<file path="config.mk">
export PLATFORM = sky130hd
export DESIGN_NAME = wdr_watchdog
export DESIGN_NICKNAME = d
export VERILOG_FILES = /design/src/pkg/wdr_pkg.sv /design/src/design/wdr_lpo_tick.sv /design/src/design/wdr_watchdog.sv
export VERILOG_INCLUDE_DIRS = /design/src /design/src/pkg
export SDC_FILE = /design/constraint.sdc
export NUM_CORES = 1
export LEC_CHECK = 0
export ABC_AREA = 1
export BUFFER_PORTS_ARGS = -buffer_cell sky130_fd_sc_hd__buf_2
export CORE_ASPECT_RATIO = 0.6
export CORE_UTILIZATION = 37
export CTS_BUF_LIST = sky130_fd_sc_hd__clkbuf_2
export DETAILED_ROUTE_END_ITERATION = 10
export SYNTH_ARGS = -nofsm -noshare
export SYNTH_HDL_FRONTEND = slang
export SYNTH_SLANG_ARGS = --single-unit
</file>
<file path="constraint.sdc">
create_clock -name ref_clk -period 4.31 [get_ports ref_clk]
set_clock_uncertainty 0.05 [all_clocks]
set_input_delay 0.6465 -clock ref_clk [delete_from_list [all_inputs] [get_ports ref_clk]]
set_output_delay 0.6465 -clock ref_clk [all_outputs]
set_load 0.1 [all_outputs]
</file>
<file path="src/pkg/wdr_regs.svh">
`ifndef WDR_REGS_SVH
`define WDR_REGS_SVH

// Register byte offsets on the AXI4-Lite slave
`define WDR_ADDR_W        8
`define WDR_OFF_CAUSE     8'h00
`define WDR_OFF_OPTION    8'h04
`define WDR_OFF_COUNT     8'h08

// Option register layout and its value after reset
`define WDR_OPT_W         4
`define WDR_OPT_LOCK_BIT  4
`define WDR_CFG_RESET     4'hC
`define WDR_TSEL_OFF      2'h0

// Overflow point, stored as the last count before overflow
`define WDR_CNT_W         18
`define WDR_LPO_LAST_1    18'h0001F
`define WDR_LPO_LAST_2    18'h000FF
`define WDR_LPO_LAST_3    18'h003FF
`define WDR_BUS_LAST_1    18'h01FFF
`define WDR_BUS_LAST_2    18'h0FFFF
`define WDR_BUS_LAST_3    18'h3FFFF

// Count at which the service window opens (bus clock only)
`define WDR_WIN_1         18'h01800
`define WDR_WIN_2         18'h0C000
`define WDR_WIN_3         18'h30000

// AXI response codes
`define WDR_RESP_OKAY     2'h0
`define WDR_RESP_SLVERR   2'h2

`endif

</file>
<file path="src/pkg/wdr_pkg.sv">
package wdr_pkg;

	// Watchdog configuration as held in the option register
	typedef struct packed {
		logic [1:0] timeout_select;
		logic       count_clock_select;
		logic       window_enable;
	} wdr_cfg_t;

	// One flag per reset source except the debug reset, most recent only
	typedef struct packed {
		logic por;
		logic pin;
		logic wdog;
		logic bad_opcode_rst;
		logic bad_address_rst;
		logic low_voltage_rst;
	} wdr_cause_t;

	// Reset request lines from the rest of the system
	typedef struct packed {
		logic por;
		logic pin;
		logic bad_opcode_rst;
		logic bad_address_rst;
		logic low_voltage_rst;
		logic debug_rst;
	} wdr_src_t;

	typedef struct packed {
		logic [7:0] addr;
		logic [2:0] prot;
	} wdr_axaddr_t;

	typedef struct packed {
		logic [31:0] data;
		logic [3:0]  strb;
	} wdr_wdata_t;

	typedef struct packed {
		logic [31:0] data;
		logic [1:0]  resp;
	} wdr_rdata_t;

endpackage

</file>
<file path="src/design/wdr_lpo_tick.sv">
`timescale 1ns/1ps
`default_nettype none

// Turns the slow oscillator level into a one-cycle count enable
module wdr_lpo_tick (
	input  wire logic ref_clk,
	input  wire logic reset,
	input  wire logic low_power_osc,
	output logic      tick
);
	logic osc_prev_r;

	// Previous level; the oscillator is far slower than ref_clk
	always_ff @(posedge ref_clk) begin
		if (reset) begin
			osc_prev_r <= 1'b0;
		end else begin
			osc_prev_r <= low_power_osc;
		end
	end

	// Rising edge marks one oscillator cycle
	assign tick = low_power_osc & ~osc_prev_r;
endmodule

`default_nettype wire

</file>
<file path="src/design/wdr_watchdog.sv">
// Implementation choices: the AXI4-Lite slave port and the register addresses.
`include "wdr_regs.svh"
`timescale 1ns/1ps
`default_nettype none

module wdr_watchdog (
	input  wire logic               ref_clk,
	input  wire logic               reset,
	input  wire logic               s_awvalid,
	output logic                    s_awready,
	input  wire wdr_pkg::wdr_axaddr_t s_aw,
	input  wire logic               s_wvalid,
	output logic                    s_wready,
	input  wire wdr_pkg::wdr_wdata_t  s_w,
	output logic                    s_bvalid,
	input  wire logic               s_bready,
	output logic [1:0]              s_bresp,
	input  wire logic               s_arvalid,
	output logic                    s_arready,
	input  wire wdr_pkg::wdr_axaddr_t s_ar,
	output logic                    s_rvalid,
	input  wire logic               s_rready,
	output wdr_pkg::wdr_rdata_t     s_r,
	input  wire logic               low_power_osc,
	input  wire logic               debug_halt,
	input  wire logic               stop_mode,
	input  wire wdr_pkg::wdr_src_t    rst_src,
	output logic                    sys_reset_req
);
	import wdr_pkg::*;

	// Last count before overflow for a clock and timeout choice
	function automatic logic [`WDR_CNT_W-1:0] last_count(input logic bus, input logic [1:0] tsel);
		case (tsel)
			2'h1:    last_count = bus ? `WDR_BUS_LAST_1 : `WDR_LPO_LAST_1;
			2'h2:    last_count = bus ? `WDR_BUS_LAST_2 : `WDR_LPO_LAST_2;
			default: last_count = bus ? `WDR_BUS_LAST_3 : `WDR_LPO_LAST_3;
		endcase
	endfunction

	// Count at which the service window opens
	function automatic logic [`WDR_CNT_W-1:0] window_open(input logic [1:0] tsel);
		case (tsel)
			2'h1:    window_open = `WDR_WIN_1;
			2'h2:    window_open = `WDR_WIN_2;
			default: window_open = `WDR_WIN_3;
		endcase
	endfunction

	wdr_cfg_t                cfg_r;
	logic                    locked_r;
	logic [`WDR_CNT_W-1:0]   cnt_r;
	logic [`WDR_CNT_W-1:0]   cnt_nxt;
	logic                    wdog_rst_r;
	wdr_cause_t              cause_r;
	wdr_cause_t              cause_nxt;
	logic                    aw_full_r;
	logic                    w_full_r;
	wdr_axaddr_t             aw_r;
	wdr_wdata_t              w_r;
	logic                    bvalid_r;
	logic [1:0]              bresp_r;
	logic                    rvalid_r;
	wdr_rdata_t              r_r;
	logic                    lpo_tick;

	wdr_lpo_tick u_lpo_tick (
		.ref_clk      (ref_clk),
		.reset        (reset),
		.low_power_osc(low_power_osc),
		.tick         (lpo_tick)
	);

	// Write channel: address and data are caught in either order
	wire aw_take = s_awvalid & s_awready;
	wire w_take  = s_wvalid & s_wready;
	wire do_wr   = aw_full_r & w_full_r & ~bvalid_r;
	wire wr_cause  = do_wr & (aw_r.addr == `WDR_OFF_CAUSE);
	wire wr_option = do_wr & (aw_r.addr == `WDR_OFF_OPTION);
	wire wr_count  = do_wr & (aw_r.addr == `WDR_OFF_COUNT);
	wire wr_mapped = wr_cause | wr_option | wr_count;
	assign s_awready = ~aw_full_r;
	assign s_wready  = ~w_full_r;
	assign s_bvalid  = bvalid_r;
	assign s_bresp   = bresp_r;

	always_ff @(posedge ref_clk) begin
		if (reset) begin
			aw_full_r <= 1'b0;
			w_full_r  <= 1'b0;
			aw_r      <= '0;
			w_r       <= '0;
		end else begin
			aw_full_r <= aw_take | (aw_full_r & ~do_wr);
			w_full_r  <= w_take | (w_full_r & ~do_wr);
			aw_r      <= aw_take ? s_aw : aw_r;
			w_r       <= w_take ? s_w : w_r;
		end
	end

	// Response; unmapped offsets answer SLVERR and change nothing
	always_ff @(posedge ref_clk) begin
		if (reset) begin
			bvalid_r <= 1'b0;
			bresp_r  <= `WDR_RESP_OKAY;
		end else begin
			bvalid_r <= do_wr | (bvalid_r & ~s_bready);
			bresp_r  <= do_wr ? (wr_mapped ? `WDR_RESP_OKAY : `WDR_RESP_SLVERR) : bresp_r;
		end
	end

	// Read channel: one read at a time, data registered
	wire ar_take = s_arvalid & s_arready;
	wire [31:0] rd_data =
		(s_ar.addr == `WDR_OFF_CAUSE)  ? {26'h0, cause_r} :
		(s_ar.addr == `WDR_OFF_OPTION) ? {27'h0, locked_r, cfg_r} :
		(s_ar.addr == `WDR_OFF_COUNT)  ? {14'h0, cnt_r} : 32'h0;
	wire rd_mapped = (s_ar.addr == `WDR_OFF_CAUSE) | (s_ar.addr == `WDR_OFF_OPTION) |
		(s_ar.addr == `WDR_OFF_COUNT);
	assign s_arready = ~rvalid_r;
	assign s_rvalid  = rvalid_r;
	assign s_r       = r_r;

	always_ff @(posedge ref_clk) begin
		if (reset) begin
			rvalid_r <= 1'b0;
			r_r      <= '0;
		end else begin
			rvalid_r <= ar_take | (rvalid_r & ~s_rready);
			r_r      <= ar_take ? {rd_data, rd_mapped ? `WDR_RESP_OKAY : `WDR_RESP_SLVERR} : r_r;
		end
	end

	// Write-once configuration; the lock keeps a runaway program from changing it
	wire cfg_first = wr_option & ~locked_r & w_r.strb[0];

	always_ff @(posedge ref_clk) begin
		if (reset) begin
			cfg_r    <= wdr_cfg_t'(`WDR_CFG_RESET);
			locked_r <= 1'b0;
		end else begin
			cfg_r    <= cfg_first ? wdr_cfg_t'(w_r.data[`WDR_OPT_W-1:0]) : cfg_r;
			locked_r <= locked_r | cfg_first;
		end
	end

	// Counting conditions decoded from the live configuration
	wire enabled   = cfg_r.timeout_select != `WDR_TSEL_OFF;
	wire on_bus    = cfg_r.count_clock_select;
	wire halted    = debug_halt | stop_mode;
	wire windowed  = cfg_r.window_enable & on_bus;
	wire [`WDR_CNT_W-1:0] last = last_count(on_bus, cfg_r.timeout_select);
	wire in_window = cnt_r >= window_open(cfg_r.timeout_select);
	wire early_svc = wr_cause & enabled & windowed & ~in_window;
	wire tick      = enabled & (on_bus ? ~halted : (lpo_tick & ~halted));
	wire overflow  = tick & (cnt_r == last);
	wire lpo_halt  = ~on_bus & halted;
	wire cnt_clr   = wr_cause | cfg_first | lpo_halt;

	// Counter next value: clear wins over counting
	always_comb begin
		if (cnt_clr | overflow) begin
			cnt_nxt = '0;
		end else if (tick) begin
			cnt_nxt = cnt_r + `WDR_CNT_W'(1);
		end else begin
			cnt_nxt = cnt_r;
		end
	end

	always_ff @(posedge ref_clk) begin
		if (reset) begin
			cnt_r <= '0;
		end else begin
			cnt_r <= cnt_nxt;
		end
	end

	// Reset request, one cycle, from overflow or an early service
	always_ff @(posedge ref_clk) begin
		if (reset) begin
			wdog_rst_r <= 1'b0;
		end else begin
			wdog_rst_r <= (overflow | early_svc) & enabled;
		end
	end
	assign sys_reset_req = wdog_rst_r;

	// Most recent cause replaces older ones; a debug reset records none.
	// Not cleared by reset, otherwise the record would never survive it.
	wire any_src = rst_src.por | rst_src.pin | rst_src.bad_opcode_rst |
		rst_src.bad_address_rst | rst_src.low_voltage_rst | rst_src.debug_rst | wdog_rst_r;

	always_comb begin
		cause_nxt = '0;
		if (rst_src.por) begin
			cause_nxt.por = 1'b1;
		end else if (rst_src.pin) begin
			cause_nxt.pin = 1'b1;
		end else if (rst_src.low_voltage_rst) begin
			cause_nxt.low_voltage_rst = 1'b1;
		end else if (rst_src.bad_opcode_rst) begin
			cause_nxt.bad_opcode_rst = 1'b1;
		end else if (rst_src.bad_address_rst) begin
			cause_nxt.bad_address_rst = 1'b1;
		end else if (wdog_rst_r) begin
			cause_nxt.wdog = 1'b1;
		end
	end

	always_ff @(posedge ref_clk) begin
		cause_r <= any_src ? cause_nxt : cause_r;
	end

	// Checks kept beside the logic they guard
	AST_RESET_DEFAULT: assert property (@(posedge ref_clk)
		reset |=> (cfg_r == wdr_cfg_t'(`WDR_CFG_RESET)) && !locked_r && cnt_r == '0)
		else $error("watchdog default configuration wrong after reset");

	AST_SERVICE_KEEPS_CAUSE: assert property (@(posedge ref_clk) disable iff (reset)
		(wr_cause && !any_src) |=> $stable(cause_r) && cnt_r == '0)
		else $error("service write altered cause or did not clear count");

	AST_DISABLED_SILENT: assert property (@(posedge ref_clk) disable iff (reset)
		(cfg_r.timeout_select == 2'h0) [*2] |-> !sys_reset_req)
		else $error("disabled watchdog requested a reset");

	AST_LPO_STEPS: assert property (@(posedge ref_clk) disable iff (reset)
		(!on_bus && !lpo_tick && !cnt_clr) |=> $stable(cnt_r))
		else $error("counter moved without an oscillator edge");

	AST_OVERFLOW_RESET: assert property (@(posedge ref_clk) disable iff (reset)
		(tick && cnt_r == last && enabled) |=> sys_reset_req ##1 !sys_reset_req)
		else $error("overflow did not give a one-cycle reset request");

	AST_BUS_OVF_FIRST: assert property (@(posedge ref_clk) disable iff (reset)
		(on_bus && cfg_r.timeout_select == 2'h1 && cnt_r == 18'h01FFE && tick && !cnt_clr)
		|=> !sys_reset_req ##0 cnt_r == 18'h01FFF)
		else $error("bus overflow point for the shortest timeout wrong");

	AST_EARLY_SERVICE: assert property (@(posedge ref_clk) disable iff (reset)
		(wr_cause && windowed && enabled && cnt_r < window_open(cfg_r.timeout_select))
		|=> sys_reset_req)
		else $error("early service in windowed mode did not reset");

	AST_WINDOW_OK: assert property (@(posedge ref_clk) disable iff (reset)
		(wr_cause && windowed && cnt_r >= window_open(cfg_r.timeout_select) && cnt_r != last)
		|=> !sys_reset_req)
		else $error("service inside the window caused a reset");

	AST_LPO_NO_WINDOW: assert property (@(posedge ref_clk) disable iff (reset)
		(wr_cause && !on_bus && cfg_r.window_enable && !overflow) |=> !sys_reset_req)
		else $error("window applied on the slow oscillator");

	AST_WRITE_ONCE: assert property (@(posedge ref_clk) disable iff (reset)
		(locked_r && wr_option) |=> $stable(cfg_r))
		else $error("locked configuration changed");

	AST_BUS_HOLD: assert property (@(posedge ref_clk) disable iff (reset)
		(on_bus && halted && !cnt_clr) |=> $stable(cnt_r))
		else $error("bus-clock counter moved during halt");

	AST_LPO_HALT_CLEAR: assert property (@(posedge ref_clk) disable iff (reset)
		(!on_bus && halted) |=> cnt_r == '0)
		else $error("slow-oscillator counter not cleared in halt");

	AST_DEBUG_NO_FLAG: assert property (@(posedge ref_clk) disable iff (reset)
		(rst_src == 6'h01 && !wdog_rst_r) |=> cause_r == '0)
		else $error("debug reset left a cause flag");

	AST_CAUSE_WDOG: assert property (@(posedge ref_clk) disable iff (reset)
		(sys_reset_req && rst_src == '0) |=> cause_r == 6'h08)
		else $error("watchdog cause not recorded alone");
endmodule

`default_nettype wire

</file>
# Word level (Yosys, flattened, before mapping)

Cells that the tools add are included.
Widths: inputs -> output; s select.

Register bits after elaboration: 84
Output and inout bits: 42

Add/subtract/negate cells: 1
Order comparisons: 1
Eq/ne operators: 7
Muxes and demuxes: 17
Bitwise logic cells: 56
Reductions and logical operators: 8

Operators by type and width:

| kind                  | number |
|---|---|
| $mux 18               | 4 |
| $pmux 18 s2           | 2 |
| $and 1x1->1           | 24 |
| $or 1x1->1            | 20 |
| $add 18x1->18 const B | 1 |
| $eq 18x18->1          | 1 |
| $ge 18x18->1          | 1 |
| $eq 8x3->1 const B    | 2 |
| $eq 8x4->1 const B    | 2 |
| $logic_not 8->1       | 2 |
| $mux 16               | 1 |
| $mux 13               | 1 |
| $not 1->1             | 12 |
| $mux 1                | 7 |
| $reduce_or 5->1       | 1 |
| $mux 2                | 2 |
| $reduce_or 2->1       | 2 |
| $reduce_or 4->1       | 1 |
| $reduce_or 3->1       | 1 |
| $eq 2x1->1 const B    | 1 |
| $eq 2x2->1 const B    | 1 |
| $reduce_bool 2->1     | 1 |

# Depth between registers and ports, before layout

Gate-level depths: netlist of run 1.

Word-level depth: 9
Mapped depth: 13
Gate-level depth less buffers: 13

# By module

From an unflattened synthesis of run 1, not the netlist that was laid out.

Cell total of the unflattened synthesis: 531
Area total of the unflattened synthesis: 3654.8 µm²

By module, submodules not included:

| module       | times used | cells an instance | area each (µm²) | sequential area each (µm²) |
|---|---|---|---|---|
| wdr_watchdog | 1          | 527               | 3623.5          | 1401.3 |
| wdr_lpo_tick | 1          | 4                 | 31.3            | 20.0 |

# Worst setup path before layout of run 1

OpenSTA, ideal clock, no wires.

Path type: register to register
Start point: register rvalid_r, in the netlist s_rvalid
End point: register r_r, in the netlist s_r[1]
Arrival: 2.345 ns
Required time: 4.130 ns
Slack: 1.785 ns
Cell stages (with the launch flop): 7
Buffers on the path: 1
Period minus slack after synthesis: 2.525 ns
Cell sequence: dfxtp_1 > inv_1 > nand2_1 > clkbuf_1 > nor2_1 > nand2_1 > a21oi_1

Cells in the longest elaborated chain, start to end: 2

RTL lines:

| what                   | line                | source |
|---|---|---|
| from (decl)            | wdr_watchdog.sv:63  | `logic rvalid_r;` |
| from (signal assigned) | wdr_watchdog.sv:129 | `rvalid_r <= ar_take \| (rvalid_r & ~s_rready);` |
| $not 1->1              | wdr_watchdog.sv:120 | `assign s_arready = ~rvalid_r;` |
| net s_arready          | wdr_watchdog.sv:19  | `output logic s_arready,` |
| $and 1x1->1            | wdr_watchdog.sv:113 | `wire ar_take = s_arvalid & s_arready;` |
| to (signal assigned)   | wdr_watchdog.sv:130 | `` r_r <= ar_take ? {rd_data, rd_mapped ? `WDR_RESP_OKAY : `WDR_RESP_SLVERR} : r_r; `` |
| to (decl)              | wdr_watchdog.sv:64  | `wdr_rdata_t r_r;` |

The timed path passes the listed nets, and every way through them passes these cells.
A chain may end at the register's enable or synchronous reset.

# Worst setup path after layout of run 1

Start point: register cfg_r[2] (netlist bit)
End point: register cnt_r[2]

Cells in the longest elaborated chain, start to end: 6

RTL lines:

| what                                     | line                | source |
|---|---|---|
| from (decl)                              | wdr_watchdog.sv:50  | `wdr_cfg_t cfg_r;` |
| from (signal assigned)                   | wdr_watchdog.sv:139 | `` cfg_r <= wdr_cfg_t'(`WDR_CFG_RESET); `` |
| from (signal assigned)                   | wdr_watchdog.sv:142 | `` cfg_r <= cfg_first ? wdr_cfg_t'(w_r.data[`WDR_OPT_W-1:0]) : cfg_r; `` |
| $eq 2x2->1 or $eq 2x1->1 (tied branches) | wdr_watchdog.sv:34  | `case (tsel)` |
| $pmux 18 s2                              | wdr_watchdog.sv:34  |  |
| $eq 18x18->1                             | wdr_watchdog.sv:156 | `wire overflow = tick & (cnt_r == last);` |
| $and 1x1->1                              | wdr_watchdog.sv:156 |  |
| $or 1x1->1                               | wdr_watchdog.sv:162 | `if (cnt_clr \| overflow) begin` |
| $reduce_or 2->1 (no line)                | n/a                 |  |
| to (signal assigned)                     | wdr_watchdog.sv:175 | `cnt_r <= cnt_nxt;` |
| to (decl)                                | wdr_watchdog.sv:52  | `` logic [`WDR_CNT_W-1:0] cnt_r; `` |

Several ways; a longest one is shown, not always the timed one.

==> results of run 1 <==
-- power by group through the flow --
stage                     sequential [uW]  combinational [uW]  clock [uW]
after floorplan                       692                 145           0
after global placement                676                 182           0
after detailed placement              677                 184           0
after CTS                             664                 185         392
after global routing                  667                 200         423
final                                 664                 184         383
-- cell usage after synthesis (all sizes together) --
cell    instances
nand2          98
nor2           98
inv            63
dfxtp          62
nand3          56
a21oi          33
o21ai          30
buf            21
ha             12
clkbuf          8
nand4           7
xor2            7
edfxtp          6
nor3            3
xnor2           3
nor3b           2
a21o            1
a31oi           1
clkinv          1
conb            1
o21a            1
or4             1
-- final cells by class --
type	count	area [um^2]	share of cell area, %
multi-input combinational	369	1800	44.4
sequential	68	1420	35.1
timing repair buffer	62	310	7.67
inverter	64	240	5.94
tap	130	163	4.02
clock inverter	6	62.6	1.55
clock buffer	10	50.0	1.24
-- cells by family (layout without fill, tap and decap cells) --
family | after synthesis | in the layout
AOI/OAI and AO/OA | 66 | 66
xor gates and xnor gates | 10 | 10
adders and majority gates | 12 | 12
buffers and inverters | 93 | 142
DFF | 68 | 68
other | 1 | 16
and+or+nand+nor | 265 | 265
-- per-layer routing --
layer / track usage (%) / vias to the layer above / share of wire (%)
met5: 0 / - / 0
met4: 5.76 / 0 / 1.3
met2: 25.2 / 157 / 36
met3: 5.18 / 12 / 9.7
met1: 29.7 / 1507 / 53
li1: - / 1729 / -
-- sequential cells by signal, indices dropped and copies added, names as in the netlist, 3 cells and up --
signal   count
cfg_r        3
s_r         19
aw_r         8
cause_r      6
cnt_r       18
w_r          5
-- worst paths after layout --
| kind | start | endpoint | slack, ns | depth (start not counted) |
|---|---|---|---|---|
| worst max-delay path | cfg_r[2] | cnt_r[2] | 2.15 | 9 |
| worst min-delay path | s_w[0] | w_r[0] | 0.25 | 3 |
| worst max register to register | cfg_r[2] | cnt_r[2] | 2.15 | 9 |
| worst min register to register | aw_r[10] | aw_r[10] | 0.42 | 2 |
-- cells in the final DEF (no fill, tap or decap) --
master and instances:
clkbuf_2 10, dfxtp_1 62, inv_6 1, o21ai_0 29, nand2_1 95, ha_1 12
edfxtp_1 6, xnor2_1 3, clkinvlp_4 1, nor3b_1 1, nor3b_2 1, a31oi_1 1
nor2_4 3, bufinv_16 1, buf_2 62, nor2_1 90, conb_1 16, clkinv_2 2
inv_4 1, inv_2 2, xor2_1 7, a21oi_1 33, o21ai_2 1, inv_1 61
a21o_1 1, nor2_2 5, nand2_4 1, or4_1 1, nand3_2 2, nand4_1 7
o21a_1 1, clkinv_1 1, nand3_1 54, nand2_2 2, nor3_1 3
-- stage by stage --
stage | total power, uW | setup WS (ns) | util [%]
after floorplan | 837 | 1.78 | -
after global placement | 858 | 2.13 | 42.3
after detailed placement | 861 | 2.08 | 42.3
after CTS | 1240 | 2.14 | 43.5
after global routing | 1290 | 1.98 | 43.5
final | 1230 | 2.15 | 43.5
-- critical path, stage by stage, from the launching register on --
cell,delay (ns)
dfxtp_1,0.46
inv_1,0.11
ha_1,0.48
nand3_1,0.22
nand2_1,0.10
nand3_1,0.08
nor2_1,0.13
nand3_2,0.12
nand2_4,0.21
nor2_1,0.07
==> qor.txt, run 1 <==
outcome = completed
port bufs = 62
Synth Warn # = 0
Final GP Congestion = 0.908
fraction of layout cells with a size suffix above 1 = 16.4%
Top Ports = 116
gr usage total = 19.3%
Synth Area in Simple Gates = 32.3%
Yosys cell types = 32
IR drop worst, VDD = 0.128 mV
post-synth top area cell = dfxtp_1
Fmax achieved = 464 MHz
ranking of synthesized cells by area = dfxtp_1 (35%), nand2_1 (9.9%), nor2_1 (9.4%)
Clock Tree Buf Depth = 2
Max H-tree Level = 3
CTS tree = yes
die width = 129 um
CTS sink cnt = 68
Compound-Gate Fraction of Synth Area = 9.47%
Remaining Overflow, GRT = 0
Sw Share = 33.1%
cts hold-fix bufs = 0
Final Max Slew Viols = 0
PwrDens = 304 nW/um^2
CP Max Fanout = 18
Yosys reg bits = 68
Avg Cell Area, Syn = 6.98 um^2
Critical Path Start Type = flop
FP Rows = 27
DRT iter0 DRCs = 324
unrepaired setup endpoints after global routing = false
final hold violations = 0
Pint = 824 uW
clock slew at reported path FFs = 0.22 ns
post-route setup TNS = 0 ns
initial antenna violation count = 0
Post-DRT Antenna Nets = 0
min Tclk post-route = 2.16 ns
global-route wire length before repair = 14.7 mm
vias in the first global route = 2938
Filler cells = 995
starting density of the core = 38.7%
core area = 9290 um^2
XOR/XNOR Fraction of Synth Area = 2.44%
mux contribution to synthesized area = 0%
switching pwr = 407 uW
detailed placement HPWL = 6.99 mm
proportion of netlist area held by the largest area contributor = 34.5%
CP Data Required Time = 4.69 ns
routed via count = 3405
clock share of power = 31.1%
post-CTS sizing = 0
Root Buffer = clkbuf_2
hold crit path type = primary input to flop
critical path class = flop to flop
largest family of logic cells by synthesized area = simple AND/OR/NAND/NOR gates
Clk Latency, worst-skew pair = 0.54 ns
Die Ht = 78.3 um
DRC violations left = 0
Worst Tran Pin Value = 0.695 ns
detail-routed via count per cell = 4.80
Hold Slack = 0.254 ns
cell area after synthesis = 3590 um^2
Synth Instances = 515
final setup fails = 0
combinational share of power = 15.0%
Post-Layout Cell Count = 709
Pleak = 0.00180 uW
largest net degree at the start of global routing = 28
placed cell areas = 3930 um^2
Post-CTS Repair Setup Buffers = 0
TritonCTS buffer count = 9
Seq/Total Area, Yosys = 39.6%
dpl cells = 693
Total Routed Length = 9.01 mm
die area = 10100 um^2
design area = 4050 um^2
period utilisation layout = 50.0%
Area Growth Syn to Fin = 12.6%
Ant. Diodes = 0
crit path DAT = 2.53 ns
Adder-Cell Fraction of Synth Area = 4.18%
maxcap violations = 0
Nets = 660
Seq pwr share = 53.9%
CP endpoint kind = flop
routed wire length per instance = 12.7 um
Slew Limit Headroom = 53.3%
1st-pass router iterations = 6
No activity file was read; power rests on OpenSTA's default activity.
==> run 2, diff against run 1 <==
clock period = 1.9 ns   (was 4.31 ns; I/O delays follow)
==> qor.txt, run 2 (synthesized netlist as in run 1, its figures left out) <==
outcome = completed (unchanged)
Post-DRT Antenna Nets = 0 (unchanged)
Worst Tran Pin Value = 0.584 ns (was 0.695 ns)
final hold violations = 0 (unchanged)
final setup fails = 0 (unchanged)
core area = 9290 um^2 (unchanged)
Critical Path Start Type = flop (unchanged)
DRT iter0 DRCs = 232 (was 324)
Max H-tree Level = 3 (unchanged)
highest-count cells in the layout ignoring fill and taps = nand2_1 (95), nor2_1 (86), buf_2 (62) (was nand2_1 (95), nor2_1 (90), dfxtp_1 (62), buf_2 (62), inv_1 (61))
IR drop worst, VDD = 0.340 mV (was 0.128 mV)
largest net degree at the start of global routing = 25 (was 28)
FP Rows = 27 (unchanged)
1st-pass router iterations = 5 (was 6)
maxcap violations = 0 (unchanged)
CP Data Required Time = 2.29 ns (was 4.69 ns)
dpl cells = 711 (was 693)
commonest non-fill, non-tap cell in the layout = nand2_1 (unchanged)
delay-heaviest family, CP = simple AND/OR/NAND/NOR gates (unchanged)
CP Buf/Inv Count = 2 (was 1)
Root Buffer = clkbuf_2 (unchanged)
clock slew at reported path FFs = 0.19 ns (was 0.22 ns)
die area = 10100 um^2 (unchanged)
unrepaired setup endpoints after global routing = true (was false)
detail-routed via count per cell = 4.74 (was 4.80)
global-route wire length before repair = 15.8 mm (was 14.7 mm)
Final GP Congestion = 0.933 (was 0.908)
total power = 3240 uW (was 1230 uW)
critical path class = flop to flop (unchanged)
Fmax achieved = 552 MHz (was 464 MHz)
Clk Latency, worst-skew pair = 0.56 ns (was 0.54 ns)
Pleak = 0.00205 uW (was 0.00180 uW)
worst-path cell chain = inv_2, ha_4, buf_6, nand3_1, nand2_1, o21ai_2, nor2_2, nand3_4, nand2_8, nor2_2 (was inv_1, ha_1, nand3_1, nand2_1, nand3_1, nor2_1, nand3_2, nand2_4, nor2_1)
gr usage total = 20.6% (was 19.3%)
CP endpoint kind = flop (unchanged)
Clock Tree Buf Depth = 2 (unchanged)
Seq pwr share = 46.5% (was 53.9%)
starting density of the core = 38.7% (unchanged)
Slew Limit Headroom = 61.0% (was 53.3%)
PwrDens = 691 nW/um^2 (was 304 nW/um^2)
CP Max Fanout = 8 (was 18)
min Tclk post-route = 1.81 ns (was 2.16 ns)
max incr delay on CP = 0.38 ns (was 0.48 ns)
port bufs = 62 (unchanged)
Remaining Overflow, GRT = 0 (unchanged)
Nets = 705 (was 660)
crit path DAT = 2.20 ns (was 2.53 ns)
Pint = 2310 uW (was 824 uW)
multi-input logic area = 1970 um^2 (was 1800 um^2)
combinational share of power = 14.6% (was 15.0%)
vias in the first global route = 3180 (was 2938)
CTS tree = yes (unchanged)
initial antenna violation count = 0 (unchanged)
clock share of power = 38.9% (was 31.1%)
Sw Share = 28.7% (was 33.1%)
detailed placement HPWL = 7.36 mm (was 6.99 mm)
Finished Core Util = 50.5% (was 43.5%)
Hold Slack = 0.0377 ns (was 0.254 ns)
routed wire length per instance = 13.5 um (was 12.7 um)
Die Ht = 78.3 um (unchanged)
slowest CP cell = dfxtp_2 (was ha_1)
routed via count = 3572 (was 3405)
die width = 129 um (unchanged)
most used cell, CP = nor2_2
Ant. Diodes = 0 (unchanged)
period utilisation layout = 95.3% (was 50.0%)
DRC violations left = 0 (unchanged)
max reg flops = 19 (unchanged)
CTS sink cnt = 68 (unchanged)
hold crit path type = primary input to flop (unchanged)
TritonCTS buffer count = 9 (unchanged)
Top Ports = 116 (unchanged)
switching pwr = 931 uW (was 407 uW)
Area Growth Syn to Fin = 30.5% (was 12.6%)
register area = 1430 um^2 (was 1420 um^2)
Final Max Slew Viols = 0 (unchanged)
fraction of layout cells with a size suffix above 1 = 22.9% (was 16.4%)
Post-Layout Cell Count = 754 (was 709)
Filler cells = 936 (was 995)
Total Routed Length = 10.2 mm (was 9.01 mm)
==> run 2: cell count changes in the layout (fill, tap and decap cells not counted), moves of 3 or more <==
| cell | before | now |
|---|---|---|
| buf_4 | 0 | 19 |
| dfxtp_2 | 0 | 4 |
| bufinv_16 | 1 | 4 |
| ha_1 | 12 | 5 |
| o21ai_1 | 0 | 3 |
| dfxtp_1 | 62 | 57 |
| inv_1 | 61 | 56 |
| dlygate4sd3_1 | 0 | 23 |
| inv_2 | 2 | 5 |
| o21ai_0 | 29 | 25 |
| ha_4 | 0 | 5 |
| nor2_1 | 90 | 86 |
==> run 2: area by class of cell <==
cell class	instances	share of cell area, %
repair buffers	105	14.8
inverters	64	5.26
multi-input cells	371	42.0
flip-flops and latches	68	30.5
well taps	130	3.47
clock buffers	10	1.07
clock inverters	6	2.94
==> run 2: worst paths after layout <==
| path | slack [ns] | to | cells after the start | from |
|---|---|---|---|---|
| max | 0.09 | cnt_r[9] | 10 | cfg_r[2] |
| min | 0.04 | s_r[7] | 4 | s_ar[5] |
| max reg2reg | 0.09 | cnt_r[9] | 10 | cfg_r[2] |
| min reg2reg | 0.42 | aw_r[10] | 2 | aw_r[10] |
==> run 2: layer usage <==
metal / global-route usage (%) / vias up / share of wire [%]
met2: 28.9 / 123 / 39
met3: 5.52 / 14 / 7.4
met1: 30.9 / 1610 / 52
li1: - / 1825 / -
met5: 0 / - / 0
met4: 4.82 / 0 / 1.1
==> run 2: stage by stage <==
step	setup TNS, ns	cell area [um^2]	setup WS [ns]
2_1_floorplan	0	3660	0.00721
3_3_place_gp	0	4080	0.00479
3_5_place_dp	-0.425	4080	-0.0393
4_1_cts	0	4510	0.0361
5_1_grt	-0.122	4690	-0.0217
6_report	0	4690	0.0885
==> run 2: tightest hold or removal path, delay by kind of cell <==
| family | cells | cell delay, ns |
|---|---|---|
| buf+inv | 1 | 0.10 |
| simple gates | 2 | 0.14 |
| compound gates | 1 | 0.07 |
==> run 2: power groups by stage <==
stage / Clock (uW) / Sequential, uW / Combinational (uW)
6_report: 1260 / 1510 / 474
5_1_grt: 1340 / 1510 / 509
4_1_cts: 1290 / 1510 / 465
3_5_place_dp: 0 / 1540 / 426
3_3_place_gp: 0 / 1540 / 420
2_1_floorplan: 0 / 1570 / 329
==> run 2: repair_timing <==
action,4_1_cts,5_1_grt
gates resized for setup,3,35
endpoints found under the hold margin,23,0
hold buffers,23,0
gates cloned,0,2
setup endpoints to repair,18,19
pin swaps,0,15
buffers inserted,0,2
==> run 3, diff against run 2 <==
SYNTH_HIERARCHICAL = 1   (was unset)
TNS_END_PERCENT = 10   (was unset)
clock period = 2 ns   (was 1.9 ns; I/O delays follow)
==> qor.txt, run 3 <==
outcome = completed (unchanged)
CP endpoint kind = flop (unchanged)
die area = 10300 um^2 (was 10100 um^2)
Hold Path Cell Cnt = 3 (was 4)
cell area after synthesis = 3650 um^2 (was 3590 um^2)
Final GP Congestion = 0.834 (was 0.933)
PwrDens = 610 nW/um^2 (was 691 nW/um^2)
total power = 2730 uW (was 3240 uW)
Pint = 1820 uW (was 2310 uW)
worst reg2reg path depth = 13 (was 10)
Total Routed Length = 9.31 mm (was 10.2 mm)
max reg flops = 19 (unchanged)
vias in the first global route = 3224 (was 3180)
CTS tree = yes (unchanged)
clock share of power = 28.3% (was 38.9%)
dpl cells = 723 (was 711)
CP Buf/Inv Count = 4 (was 2)
Yosys reg bits = 68 (unchanged)
largest net degree at the start of global routing = 22 (was 25)
maxcap violations = 0 (unchanged)
Area Growth Syn to Fin = 22.5% (was 30.5%)
Fmax achieved = 541 MHz (was 552 MHz)
Top Ports = 116 (unchanged)
clock slew at reported path FFs = 0.19 ns (about the same)
crit path DAT = 2.30 ns (was 2.20 ns)
async set or reset register ratio after synthesis = 0% (unchanged)
post-synth top area cell = dfxtp_1 (unchanged)
Die Ht = 79.0 um (was 78.3 um)
Clk Latency, worst-skew pair = 0.54 ns (was 0.56 ns)
max incr delay on CP = 0.35 ns (was 0.38 ns)
worst-path cell chain = inv_1, buf_4, ha_1, inv_1, ha_1, nand2_1, nand2_1, a21oi_1, nand2_1, nand2_1, nand2_1, a21oi_2, buf_4 (was inv_2, ha_4, buf_6, nand3_1, nand2_1, o21ai_2, nor2_2, nand3_4, nand2_8, nor2_2)
Post-DRT Antenna Nets = 0 (unchanged)
Yosys cell types = 35 (was 32)
routed wire length per instance = 12.2 um (was 13.5 um)
Sw Share = 33.3% (was 28.7%)
combinational share of power = 18.9% (was 14.6%)
Remaining Overflow, GRT = 0 (unchanged)
Synth Instances = 531 (was 515)
Nets = 712 (was 705)
TritonCTS buffer count = 9 (unchanged)
Synth Warn # = 6 (was 0)
fraction of layout cells with a size suffix above 1 = 17.6% (was 22.9%)
Critical Path Start Type = flop (unchanged)
port bufs = 62 (unchanged)
period utilisation layout = 92.5% (was 95.3%)
gr usage total = 19.7% (was 20.6%)
routed via count = 3576 (was 3572)
min Tclk post-route = 1.85 ns (was 1.81 ns)
most frequent cell after synthesis = nor2_1 (was nand2_1)
Ant. Diodes = 0 (unchanged)
flop2flop setup slack = 0.15 ns (was 0.09 ns)
highest-count cells in the layout ignoring fill and taps = nor2_1 (106), nand2_1 (105), buf_2 (62) (was nand2_1 (95), nor2_1 (86), buf_2 (62))
1st-pass router iterations = 5 (unchanged)
Crit path depth = 13 (was 10)
Post-Layout Cell Count = 761 (was 754)
Placement Setup Slack = 0.163 ns (was -0.0393 ns)
IR drop worst, VDD = 0.283 mV (was 0.340 mV)
detailed placement HPWL = 7.04 mm (was 7.36 mm)
DRC violations left = 0 (unchanged)
setup slack after layout = 0.151 ns (was 0.0885 ns)
most used cell, CP = nand2_1 (was nor2_2)
critical path class = flop to flop (unchanged)
core area = 9390 um^2 (was 9290 um^2)
FP Rows = 27 (unchanged)
Seq/Total Area, Yosys = 38.9% (was 39.6%)
switching pwr = 910 uW (was 931 uW)
die width = 130 um (was 129 um)
CP Data Required Time = 2.45 ns (was 2.29 ns)
Post-synth EDFFs = 6 (unchanged)
placed cell areas = 4130 um^2 (was 4080 um^2)
detail-routed via count per cell = 4.70 (was 4.74)
hold crit path type = primary input to flop (unchanged)
CP Max Fanout = 3 (was 8)
Filler cells = 978 (was 936)
global-route wire length before repair = 15.3 mm (was 15.8 mm)
Root Buffer = clkbuf_2 (unchanged)
most frequent cells after synthesis = nor2_1 (106), nand2_1 (105), dfxtp_1 (62), inv_1 (62), nand3_1 (40) (was nand2_1 (95), nor2_1 (90), dfxtp_1 (62))
Pleak = 0.00202 uW (was 0.00205 uW)
CTS sink cnt = 68 (unchanged)
Final Max Slew Viols = 0 (unchanged)
starting density of the core = 38.9% (was 38.7%)
proportion of netlist area held by the largest area contributor = 34.0% (was 34.5%)
initial antenna violation count = 0 (unchanged)
DRT iter0 DRCs = 261 (was 232)
commonest non-fill, non-tap cell in the layout = nor2_1 (was nand2_1)
final hold violations = 0 (unchanged)
ranking of synthesized cells by area = dfxtp_1 (34%), nor2_1 (11%), nand2_1 (11%) (was dfxtp_1 (35%), nand2_1 (9.9%), nor2_1 (9.4%))
final setup fails = 0 (unchanged)
Avg Cell Area, Syn = 6.88 um^2 (was 6.98 um^2)
Clock Tree Buf Depth = 2 (unchanged)
Max H-tree Level = 3 (unchanged)
delay-heaviest family, CP = adder cells (was simple AND/OR/NAND/NOR gates)
Seq pwr share = 52.8% (was 46.5%)
Top FF cell, synth = dfxtp_1 (unchanged)
design area = 4480 um^2 (was 4690 um^2)
slowest CP cell = dfxtp_2 (unchanged)
==> run 3: changes by cell type in the layout (fill, tap and decap cells not counted), sizes merged, moves of 3 or more <==
cell / delta
a21oi: -3
nor2: +12
nand4: +4
nand3: -14
xor2: +6
o21ai: -6
xnor2: -3
nand2: +7
bufinv: -3
==> run 3: path summary, 6_finish.rpt <==
check | from | to
min reg2reg | aw_r[10] | aw_r[10]
max reg2reg | cfg_r[3] | sys_reset_req
min | rst_src[3] | cause_r[2]
max | cfg_r[3] | sys_reset_req
==> run 3: timing repair <==
item                       CTS  global route
gates resized for setup      0             5
setup buffers                0             0
setup endpoints to repair    0            19
hold endpoints to repair    22             1
hold buffers                21             1
==> run 3: layout make-up <==
| cell class | count | area (um^2) | share of cell area, % |
|---|---|---|---|
| Clock buffer | 10 | 50.0 | 1.12 |
| Inverter | 63 | 240 | 5.37 |
| Multi-Input combinational cell | 381 | 1870 | 41.8 |
| Timing Repair Buffer | 103 | 673 | 15.0 |
| Clock inverter | 6 | 55.1 | 1.23 |
| Tap cell | 130 | 163 | 3.63 |
| Sequential cell | 68 | 1430 | 31.9 |
==> run 3: worst min-delay path, stage by stage <==
cell    delay, ns
buf_2        0.09
inv_1        0.06
nor3_1       0.05
==> run 3: power by group through the flow <==
stage | registers (uW) | logic [uW] | clock network (uW)
after floorplan | 1550 | 323 | 0
after global placement | 1470 | 476 | 0
after detailed placement | 1470 | 481 | 0
after CTS | 1440 | 513 | 797
after global routing | 1450 | 556 | 862
final | 1440 | 516 | 771
==> run 3: cells by family (layout without fill, tap and decap cells) <==
logic type                 Yosys count  after routing  share of synthesized area (%)
adders and majority gates           12             12                           4.11
muxes                                1              1                          0.274
AOI/OAI and AO/OA                   62             62                           9.00
other                                1             16                          0.103
buffers and inverters               97            182                           12.2
xor gates and xnor gates            13             13                           3.12
and+or+nand+nor                    277            277                           32.3
DFF                                 68             68                           38.9
==> run 3: metrics by stage <==
stage | hold WS, ns | TNS [ns] | utilization, %
after floorplan | 0.322 | 0 | -
after global placement | 0.389 | 0 | 43.9
after detailed placement | 0.399 | 0 | 43.9
after CTS | 0.00844 | 0 | 47.3
after global routing | 0.00795 | -0.00283 | 47.7
final | 0.0500 | 0 | 47.7
==> run 3: per-layer routing <==
layer / vias to the layer above / share of wire, % / GRT usage (%)
met3: 7 / 6.4 / 6.13
met5: - / 0 / 0
met1: 1634 / 54 / 28.5
met4: 0 / 0.88 / 5.81
li1: 1834 / - / -
met2: 101 / 39 / 27.6
